===== src/shared/smsp_pkg.sv =====
// Summary of operation
// (RL1) Mode 000/001/010: master, system clock divided
// (RL2) Mode 011 subsidiary clock, 100 timer/2
// (RL3) 101 slave, 110 bus slave (code keeps 110 idle, no bus slave), resets 111
// (RL4) Slave shifts only on external clock edges
// (RL5) Master alone starts transfers, drives clock
// (RL6) Select-pin enable: select line, else floating
// (RL7) Full duplex: one out, one in
// (RL8) One eight-bit shift data register
// (RL9) Mode control bit 4 reads zero
// (RL10) Extra slaves need general purpose selects
// (RL11) Shift order selectable, LSB or MSB
// (RL12) Capture edge selectable, rising or falling
// (RL13) Polarity 1 idles low, 0 high
// (RL14) Order bit 1 MSB first, 0 LSB
// (RL15) Done flag set by hardware, software clears
// (RL16) Write during transfer discarded, collision flagged
// (RL17) Disabled: idle, clock and data undriven
// (RL18) Master write while idle: eight clocks
package smsp_pkg;
  localparam int unsigned AW = 8;
  // Register byte addresses
  localparam logic [7:0] OFF_MODE     = 8'h00;
  localparam logic [7:0] OFF_CFG      = 8'h04;
  localparam logic [7:0] OFF_DATA     = 8'h08;
  localparam logic [7:0] OFF_IRQ_STAT = 8'h0c;
  localparam logic [7:0] OFF_IRQ_CLR  = 8'h10;
  localparam logic [7:0] OFF_IRQ_EN   = 8'h14;
  // Mode control fields
  localparam int unsigned MC_MODE_LSB = 5;
  localparam int unsigned MC_UNIMPL   = 4;
  localparam int unsigned MC_EN       = 1;
  localparam logic [7:0]  MC_RST      = 8'he0;
  localparam logic [7:0]  MC_WMASK    = 8'hef;
  // Config flag fields
  localparam int unsigned CF_POL   = 5;
  localparam int unsigned CF_EDGE  = 4;
  localparam int unsigned CF_ORDER = 3;
  localparam int unsigned CF_SELECT_PIN_ENABLE  = 2;
  localparam int unsigned CF_WRITE_COLLISION_FLAG  = 1;
  localparam int unsigned CF_TRF   = 0;
  localparam logic [7:0]  CF_RST   = 8'h00;
  localparam logic [7:0]  DATA_RST = 8'h00;
  // Interrupt bits
  localparam int unsigned IRQ_W    = 2;
  localparam int unsigned IRQ_DONE = 0;
  localparam int unsigned IRQ_COLL = 1;
  // Sixteen clock edges per byte
  localparam logic [3:0]  LAST_EDGE = 4'hf;
  typedef enum logic [2:0] {
    MODE_DIV4  = 3'b000,
    MODE_DIV16 = 3'b001,
    MODE_DIVX  = 3'b010,
    MODE_SUB   = 3'b011,
    MODE_TMR   = 3'b100,
    MODE_SLAVE = 3'b101,
    MODE_BUS   = 3'b110,
    MODE_NONE  = 3'b111
  } smsp_mode_e;
  typedef enum logic [1:0] {ST_IDLE, ST_MASTER, ST_SLAVE} smsp_state_e;
  typedef struct packed {
    logic sck;
    logic sck_oe_n;
    logic sdo;
    logic sdo_oe_n;
    logic ss_n;
    logic ss_oe_n;
  } smsp_pins_s;
endpackage


===== src/rtl/smsp_spi.sv =====
`timescale 1ns/1ps
module smsp_spi #(
  parameter int unsigned DIV4  = 4,
  parameter int unsigned DIV16 = 16,
  parameter int unsigned DIVX  = 10
) (
  input  wire logic                   core_clk,
  input  wire logic                   nrst,
  input  wire logic                   psel,
  input  wire logic                   penable,
  input  wire logic                   pwrite,
  input  wire logic [smsp_pkg::AW-1:0] paddr,
  input  wire logic [31:0]            pwdata,
  output logic [31:0]                 prdata,
  output logic                        pready,
  output logic                        pslverr,
  input  wire logic                   sub_clk,
  input  wire logic                   timer_period_match,
  input  wire logic                   sck_in,
  input  wire logic                   sdi,
  input  wire logic                   slave_select_n_in,
  output smsp_pkg::smsp_pins_s        pins,
  output logic                        irq
);

  logic [7:0]                 serial_mode_control;
  logic [7:0]                 serial_config_flags;
  logic [7:0]                 serial_shift_data;
  logic [smsp_pkg::IRQ_W-1:0] irq_status;
  logic [smsp_pkg::IRQ_W-1:0] irq_enable;
  smsp_pkg::smsp_state_e      state;
  logic [7:0]                 div_cnt;
  logic [7:0]                 half_m1;
  logic [3:0]                 edge_cnt;
  logic                       sub_prev;
  logic                       sck_prev;
  logic                       rx_bit;
  logic                       tick;
  logic                       lead_ev;
  logic                       trail_ev;
  logic                       done;
  logic                       busy;
  logic                       sel;
  logic                       wr_acc;
  logic                       wr_data;
  logic                       coll;
  logic                       enabled;
  logic                       idle_lvl;
  logic                       msb_first;
  logic                       is_master;
  logic [7:0]                 next_shift;
  smsp_pkg::smsp_mode_e       mode;

  // Decoded controls
  assign mode      = smsp_pkg::smsp_mode_e'(serial_mode_control[7:smsp_pkg::MC_MODE_LSB]);
  assign enabled   = serial_mode_control[smsp_pkg::MC_EN];
  assign idle_lvl  = ~serial_config_flags[smsp_pkg::CF_POL];  // [RL13]
  assign msb_first = serial_config_flags[smsp_pkg::CF_ORDER];  // [RL14]
  assign is_master = (mode == smsp_pkg::MODE_DIV4) || (mode == smsp_pkg::MODE_DIV16) ||
                     (mode == smsp_pkg::MODE_DIVX) || (mode == smsp_pkg::MODE_SUB) ||
                     (mode == smsp_pkg::MODE_TMR);
  assign sel       = ~serial_config_flags[smsp_pkg::CF_SELECT_PIN_ENABLE] | ~slave_select_n_in;  // [RL6]
  assign busy      = (state == smsp_pkg::ST_MASTER) || (edge_cnt != 4'h0);
  assign wr_acc    = psel & penable & pready & pwrite;
  assign wr_data   = wr_acc && (paddr == smsp_pkg::OFF_DATA);
  assign coll      = wr_data && busy;  // [RL16]

  // Half period of the selected divider
  always_comb
  begin
    case (mode)
      smsp_pkg::MODE_DIV4:  half_m1 = 8'(DIV4 / 2 - 1);  // [RL1]
      smsp_pkg::MODE_DIV16: half_m1 = 8'(DIV16 / 2 - 1);
      default:              half_m1 = 8'(DIVX / 2 - 1);
    endcase
  end

  // Clock edge request for master mode
  always_comb
  begin
    case (mode)
      smsp_pkg::MODE_SUB: tick = sub_clk != sub_prev;  // [RL2]
      smsp_pkg::MODE_TMR: tick = timer_period_match;   // [RL2]
      default:            tick = div_cnt == half_m1;   // [RL1]
    endcase
  end

  // Leading and trailing edges, own or external
  always_comb
  begin
    if (state == smsp_pkg::ST_MASTER)
    begin
      lead_ev  = tick & ~edge_cnt[0];  // [RL5]
      trail_ev = tick & edge_cnt[0];
    end
    else if (state == smsp_pkg::ST_SLAVE)
    begin
      lead_ev  = sel && (sck_in != sck_prev) && (sck_in != idle_lvl);  // [RL4]
      trail_ev = sel && (sck_in != sck_prev) && (sck_in == idle_lvl);
    end
    else
    begin
      lead_ev  = 1'b0;
      trail_ev = 1'b0;
    end
  end
  assign done = trail_ev && (edge_cnt == smsp_pkg::LAST_EDGE);

  // Shifted value with sampled or live input
  always_comb
  begin
    if (msb_first)  // [RL11]
      next_shift = {serial_shift_data[6:0], serial_config_flags[smsp_pkg::CF_EDGE] ? rx_bit : sdi};
    else
      next_shift = {serial_config_flags[smsp_pkg::CF_EDGE] ? rx_bit : sdi, serial_shift_data[7:1]};
  end

  // Input edge history
  always_ff @(posedge core_clk or negedge nrst)
  begin
    if (!nrst)
    begin
      sub_prev <= 1'b0;
      sck_prev <= 1'b0;
    end
    else
    begin
      sub_prev <= sub_clk;
      sck_prev <= sck_in;
    end
  end

  // Divider counter
  always_ff @(posedge core_clk or negedge nrst)
  begin
    if (!nrst)
      div_cnt <= 8'h00;
    else if (state != smsp_pkg::ST_MASTER || div_cnt == half_m1)
      div_cnt <= 8'h00;
    else
      div_cnt <= div_cnt + 8'h01;
  end

  // Transfer state
  always_ff @(posedge core_clk or negedge nrst)
  begin
    if (!nrst)
      state <= smsp_pkg::ST_IDLE;
    else if (!enabled)
      state <= smsp_pkg::ST_IDLE;  // [RL17]
    else if (mode == smsp_pkg::MODE_SLAVE)
      state <= smsp_pkg::ST_SLAVE;
    else if (!is_master)
      state <= smsp_pkg::ST_IDLE;
    else
    begin
      case (state)
        smsp_pkg::ST_MASTER: if (done) state <= smsp_pkg::ST_IDLE;  // [RL18]
        smsp_pkg::ST_IDLE:   if (wr_data) state <= smsp_pkg::ST_MASTER;  // [RL18]
        default:             state <= smsp_pkg::ST_IDLE;
      endcase
    end
  end

  // Edge counter, cleared when the slave is deselected
  always_ff @(posedge core_clk or negedge nrst)
  begin
    if (!nrst)
      edge_cnt <= 4'h0;
    else if (!enabled || state == smsp_pkg::ST_IDLE || (state == smsp_pkg::ST_SLAVE && !sel))
      edge_cnt <= 4'h0;
    else if (lead_ev || trail_ev)
      edge_cnt <= edge_cnt + 4'h1;
  end

  // Shift data register, full duplex
  always_ff @(posedge core_clk or negedge nrst)
  begin
    if (!nrst)
    begin
      serial_shift_data <= smsp_pkg::DATA_RST;
      rx_bit            <= 1'b0;
    end
    else
    begin
      if (wr_data && !busy)
        serial_shift_data <= pwdata[7:0];  // [RL8]
      else if (trail_ev)
        serial_shift_data <= next_shift;  // [RL7]
      if (lead_ev)
        rx_bit <= sdi;  // [RL12]
    end
  end

  // Mode control register
  always_ff @(posedge core_clk or negedge nrst)
  begin
    if (!nrst)
      serial_mode_control <= smsp_pkg::MC_RST;  // [RL3]
    else if (wr_acc && paddr == smsp_pkg::OFF_MODE)
      serial_mode_control <= pwdata[7:0] & smsp_pkg::MC_WMASK;  // [RL9]
  end

  // Config flags; hardware set wins over clear
  always_ff @(posedge core_clk or negedge nrst)
  begin
    if (!nrst)
      serial_config_flags <= smsp_pkg::CF_RST;
    else
    begin
      if (wr_acc && paddr == smsp_pkg::OFF_CFG)
        serial_config_flags <= pwdata[7:0];
      if (done)
        serial_config_flags[smsp_pkg::CF_TRF] <= 1'b1;  // [RL15]
      if (coll)
        serial_config_flags[smsp_pkg::CF_WRITE_COLLISION_FLAG] <= 1'b1;  // [RL16]
    end
  end

  // Interrupt status, enable and output
  always_ff @(posedge core_clk or negedge nrst)
  begin
    if (!nrst)
    begin
      irq_status <= '0;
      irq_enable <= '0;
      irq        <= 1'b0;
    end
    else
    begin
      if (wr_acc && paddr == smsp_pkg::OFF_IRQ_EN)
        irq_enable <= pwdata[smsp_pkg::IRQ_W-1:0];
      irq_status <= (irq_status & ~((wr_acc && paddr == smsp_pkg::OFF_IRQ_CLR) ?
                     pwdata[smsp_pkg::IRQ_W-1:0] : {smsp_pkg::IRQ_W{1'b0}})) |
                    {coll, done};
      irq        <= |(irq_status & irq_enable);  // [RL15]
    end
  end

  // Pin drivers
  always_ff @(posedge core_clk or negedge nrst)
  begin
    if (!nrst)
      pins <= '{sck: 1'b1, sck_oe_n: 1'b1, sdo: 1'b0, sdo_oe_n: 1'b1, ss_n: 1'b1, ss_oe_n: 1'b1};
    else
    begin
      pins.sck_oe_n <= ~(enabled & is_master);  // [RL5] [RL17]
      pins.sdo_oe_n <= ~(enabled & (is_master | ((mode == smsp_pkg::MODE_SLAVE) & sel)));  // [RL17]
      pins.ss_oe_n  <= ~(enabled & is_master & serial_config_flags[smsp_pkg::CF_SELECT_PIN_ENABLE]);  // [RL6]
      pins.ss_n     <= state != smsp_pkg::ST_MASTER;
      if (state == smsp_pkg::ST_MASTER)
      begin
        if (tick)
          pins.sck <= edge_cnt[0] ? idle_lvl : ~idle_lvl;  // [RL13]
      end
      else
        pins.sck <= idle_lvl;
      if (wr_data && !busy)
        pins.sdo <= msb_first ? pwdata[7] : pwdata[0];
      else if (lead_ev && !serial_config_flags[smsp_pkg::CF_EDGE])
        pins.sdo <= msb_first ? serial_shift_data[7] : serial_shift_data[0];  // [RL7]
      else if (trail_ev && serial_config_flags[smsp_pkg::CF_EDGE])
        pins.sdo <= msb_first ? next_shift[7] : next_shift[0];
    end
  end

  // APB slave, no wait states
  always_ff @(posedge core_clk or negedge nrst)
  begin
    if (!nrst)
    begin
      pready  <= 1'b0;
      pslverr <= 1'b0;
      prdata  <= 32'h0000_0000;
    end
    else
    begin
      pready  <= psel & ~penable & ~pready;
      pslverr <= 1'b0;
      prdata  <= 32'h0000_0000;
      if (psel && !penable)
      begin
        case (paddr)
          smsp_pkg::OFF_MODE:     prdata[7:0] <= serial_mode_control;
          smsp_pkg::OFF_CFG:      prdata[7:0] <= serial_config_flags;
          smsp_pkg::OFF_DATA:     prdata[7:0] <= serial_shift_data;  // [RL8]
          smsp_pkg::OFF_IRQ_STAT: prdata[smsp_pkg::IRQ_W-1:0] <= irq_status;
          smsp_pkg::OFF_IRQ_EN:   prdata[smsp_pkg::IRQ_W-1:0] <= irq_enable;
          smsp_pkg::OFF_IRQ_CLR:  prdata <= 32'h0000_0000;
          default:                pslverr <= 1'b1;
        endcase
      end
    end
  end
endmodule // smsp_spi


===== config.mk =====
export PLATFORM = sky130hd
export DESIGN_NAME = smsp_spi
export DESIGN_NICKNAME = d
export VERILOG_FILES = /design/src/shared/smsp_pkg.sv /design/src/rtl/smsp_spi.sv
export SDC_FILE = /design/constraint.sdc
export NUM_CORES = 1
export LEC_CHECK = 0
export BUFFER_PORTS_ARGS = -buffer_cell sky130_fd_sc_hd__buf_2
export CAP_MARGIN = 30
export CORE_MARGIN = 1
export CORE_UTILIZATION = 52
export DETAILED_ROUTE_END_ITERATION = 16
export HOLD_SLACK_MARGIN = 0.06
export PLACE_DENSITY = 0.8
export SYNTH_ARGS = -nofsm -noshare
export SYNTH_HDL_FRONTEND = slang
export SYNTH_SLANG_ARGS = --single-unit

===== constraint.sdc =====
create_clock -name core_clk -period 2.95 [get_ports core_clk]
set_input_delay 0 -clock core_clk [delete_from_list [all_inputs] [get_ports core_clk]]
set_output_delay 0 -clock core_clk [all_outputs]
set_load 0.005 [all_outputs]

==> impl_metrics.csv <==
group,metric,value,unit
status,status,"finished clean",
clocking,post_cts_buffers,0,
placed_design,place_inst,421,
cells_and_area,area_growth,19.5,%
clocking,cts-root-buf,"clkbuf_8",
floorplan,die_x,81.2,µm
synth,synth_area,3260,µm²
sta,period_share,84.2,%
synth,async_reset_ff_share,100,%
cells_and_area,mostFrequentLayoutCell,"dfrtp_1",
cells_and_area,drive_gt1_share,27.9,%
synth,avgSynthCellArea,10.5,µm²
sta,relSlewSlack,58.7,%
route,wire_per_inst,15.3,µm
synth,synth_seq_cells,61,
power,leakagePower,1.82,nW
placed_design,dpl-instance-area,3460,µm²
floorplan,design.die.area,6590,µm²
sta,final_hold_viol_count,0,
route,drt_iter0_markers,193,
synth,synth_edf_count,0,
synth,yosys-top-cells-area,"dfrtp_1, mux2_2, dfstp_2, buf_4, mux2i_1",
critical_path,crit_fanout,7,
global_routing,antenna_found_initial,0,
cells_and_area,antenna_cells,0,
global_routing,grt.overflow.total,0,
critical_path,worst_setup_path_end_kind,"register",
sta,worstMarginPinSlew,0.617,ns
sta,finalClockSkew,0.00605,ns
global_routing,grt_pass1_wl,11200,µm
floorplan,die_y,81.2,µm
cells_and_area,final_cell_area,3890,µm²
sta,slew_viol_final,0,
placed_design,gp_congestion,0.848,
global_routing,first_global_vias,2239,
clocking,clock_path_buffers,2,
power,powerDensity,479,nW/µm²
cells_and_area,final_cells,455,
sta,setup_violations,0,
route,via_count,2491,
synth,synthCells,310,
clocking,cts_made_buffers,9,
clocking,clock_latency,0.35,ns
global_routing,track_usage,23.4,%
cells_and_area,layout_common_cells,"dfrtp_1, buf_2, nor2_1, nand2_1, mux2_2",
global_routing,grt_max_degree,39,
sta,rsz0062_at_grt,"false",
clocking,cts_num_sinks,61,
route,wl,6960,µm
synth,yosysUniqueCellTypes,55,
critical_path,arrival,2.72,ns
clocking,htreeDepth,3,
route,first_pass_iters,4,
placed_design,place.detailed.hpwl,4850,µm
synth,yosysTopAreaCellShare,40.7,%
synth,yosysWarnings,0,
clocking,clkTransAtPathRegs,0.07,ns
critical_path,critical_path_class,"reg2reg",
sta,fmax,0.402,GHz
sta,fin_crit,2.48,ns
floorplan,coreArea,5990,µm²
synth,seq_area_frac_synth,47.2,%
sta,tns,0,ns
critical_path,crit_path_start_kind,"register",
flow_run,maxCapViolCount,0,
power,vdd_drop_max,0.364,mV
floorplan,num_io_pins,91,
critical_path,worstPathRequired,3.18,ns
route,drc,0,
synth,synth.largest_area_cell,"dfrtp_1",
floorplan,std_cell_rows,28,
synth,synth_ff_type,"dfrtp_1",
placed_design,portBuffers,42,
route,route.antenna.remaining_nets,0,
route,routed_via_density,5.47,
clocking,cts_tree,"built",
cells_and_area,num-nets-final,428,
hold_path,hold_path_class,"in2reg",
floorplan,start_util,54.4,%
[timing repair]
item	in CTS	in global routing
hold endpoints to repair	58	0
gates resized for setup	0	0
hold buffers	18	0
[worst max-delay path, stage by stage, from the launching register on]
cell	delay, ns
dfstp_2	0.58
or3b_2	0.46
and2_1	0.18
a41oi_1	0.48
mux2_2	0.40
mux2_2	0.26
[stage by stage]
stage	worst slack (ns)	power [mW]	hold WS (ns)	util, %
after floorplan	0.779	0.910	-0.296	-
after global placement	0.565	0.933	-0.00747	57.8
after detailed placement	0.503	0.936	0.0134	57.8
after CTS	0.487	1.87	0.0709	65.0
after global routing	0.374	1.92	0.109	65.0
final	0.465	1.86	0.0689	65.0
[logic make-up after synthesis]
logic type | count (synthesis) | synth area share, %
XOR/XNOR | 9 | 2.42
other | 1 | 0.115
adder cells (fa/ha/maj) | 3 | 1.15
multiplexers | 41 | 13.6
buffers and inverters | 46 | 8.53
flip-flops | 61 | 47.2
AO/OA/AOI/OAI | 58 | 12.7
AND/OR/NAND/NOR | 91 | 14.3
[final cells by class]
class / count / area [µm²]
Tap cell: 75 / 93.8
Fill cell: 447 / 2100
Inverter: 9 / 33.8
Multi-Input combinational cell: 226 / 1530
Clock buffer: 10 / 138
Clock inverter: 6 / 110
Sequential cell: 61 / 1540
Timing Repair Buffer: 68 / 450
[report_power, final]
part / leakage, nW / internal [mW] / total (mW) / switching (mW)
sequential: 0.813 / 0.842 / 0.847 / 0.00453
clock: 0.119 / 0.582 / 0.926 / 0.344
combinational: 0.888 / 0.0402 / 0.0917 / 0.0516
[metal layers]
| layer | GRT usage [%] | up-vias | share of wire (%) | wire length, µm |
|---|---|---|---|---|
| met1 | 32.2 | 1195 | 45 | 3150 |
| met4 | 12.3 | 0 | 2.3 | 162 |
| met3 | 4.16 | 18 | 5.3 | 372 |
| met2 | 35.1 | 88 | 47 | 3270 |
| li1 | - | 1190 | - | - |
| met5 | 0 | - | 0 | 0 |
[path summary, 6_finish.rpt]
path	endpoint	startpoint	cells after the start	slack [ns]
worst max-delay path	serial_shift_data[0]	serial_mode_control[7]	5	0.47
worst min-delay path	prdata[6]	paddr[1]	4	0.07
worst max register to register	serial_shift_data[0]	serial_mode_control[7]	5	0.47
worst min register to register	state[0]	state[1]	1	0.48
max in group asynchronous	serial_mode_control[5]	nrst	3	1.90
min in group asynchronous	div_cnt[1]	nrst	2	0.15
[cells in the mapped netlist (all sizes together), types with 2 or more instances]
cell / number
or4: 2
o21ai: 13
a21oi: 10
clkbuf: 8
a22oi: 4
nand3: 5
nor2b: 2
o31ai: 2
a211oi: 2
buf: 29
ha: 3
xnor2: 6
a32o: 2
nor2: 27
mux2: 26
inv: 9
a22o: 2
o211ai: 3
a222oi: 5
nor3b: 3
nand3b: 2
and3: 3
nor3: 5
nand2: 27
and2: 2
mux2i: 15
nand2b: 5
dfstp: 8
o2111ai: 4
dfrtp: 53
xor2: 3
[sequential cells by signal, summed over array words and instances, names as in the netlist]
name                 count
serial_shift_data        8
irq_enable               2
serial_mode_control      7
div_cnt                  8
serial_config_flags      8
sck_prev                 1
pins                     6
pslverr                  1
sub_prev                 1
rx_bit                   1
edge_cnt                 4
state                    2
pready                   1
irq                      1
irq_status               2
prdata                   8
No activity file was read; power rests on OpenSTA's default activity.
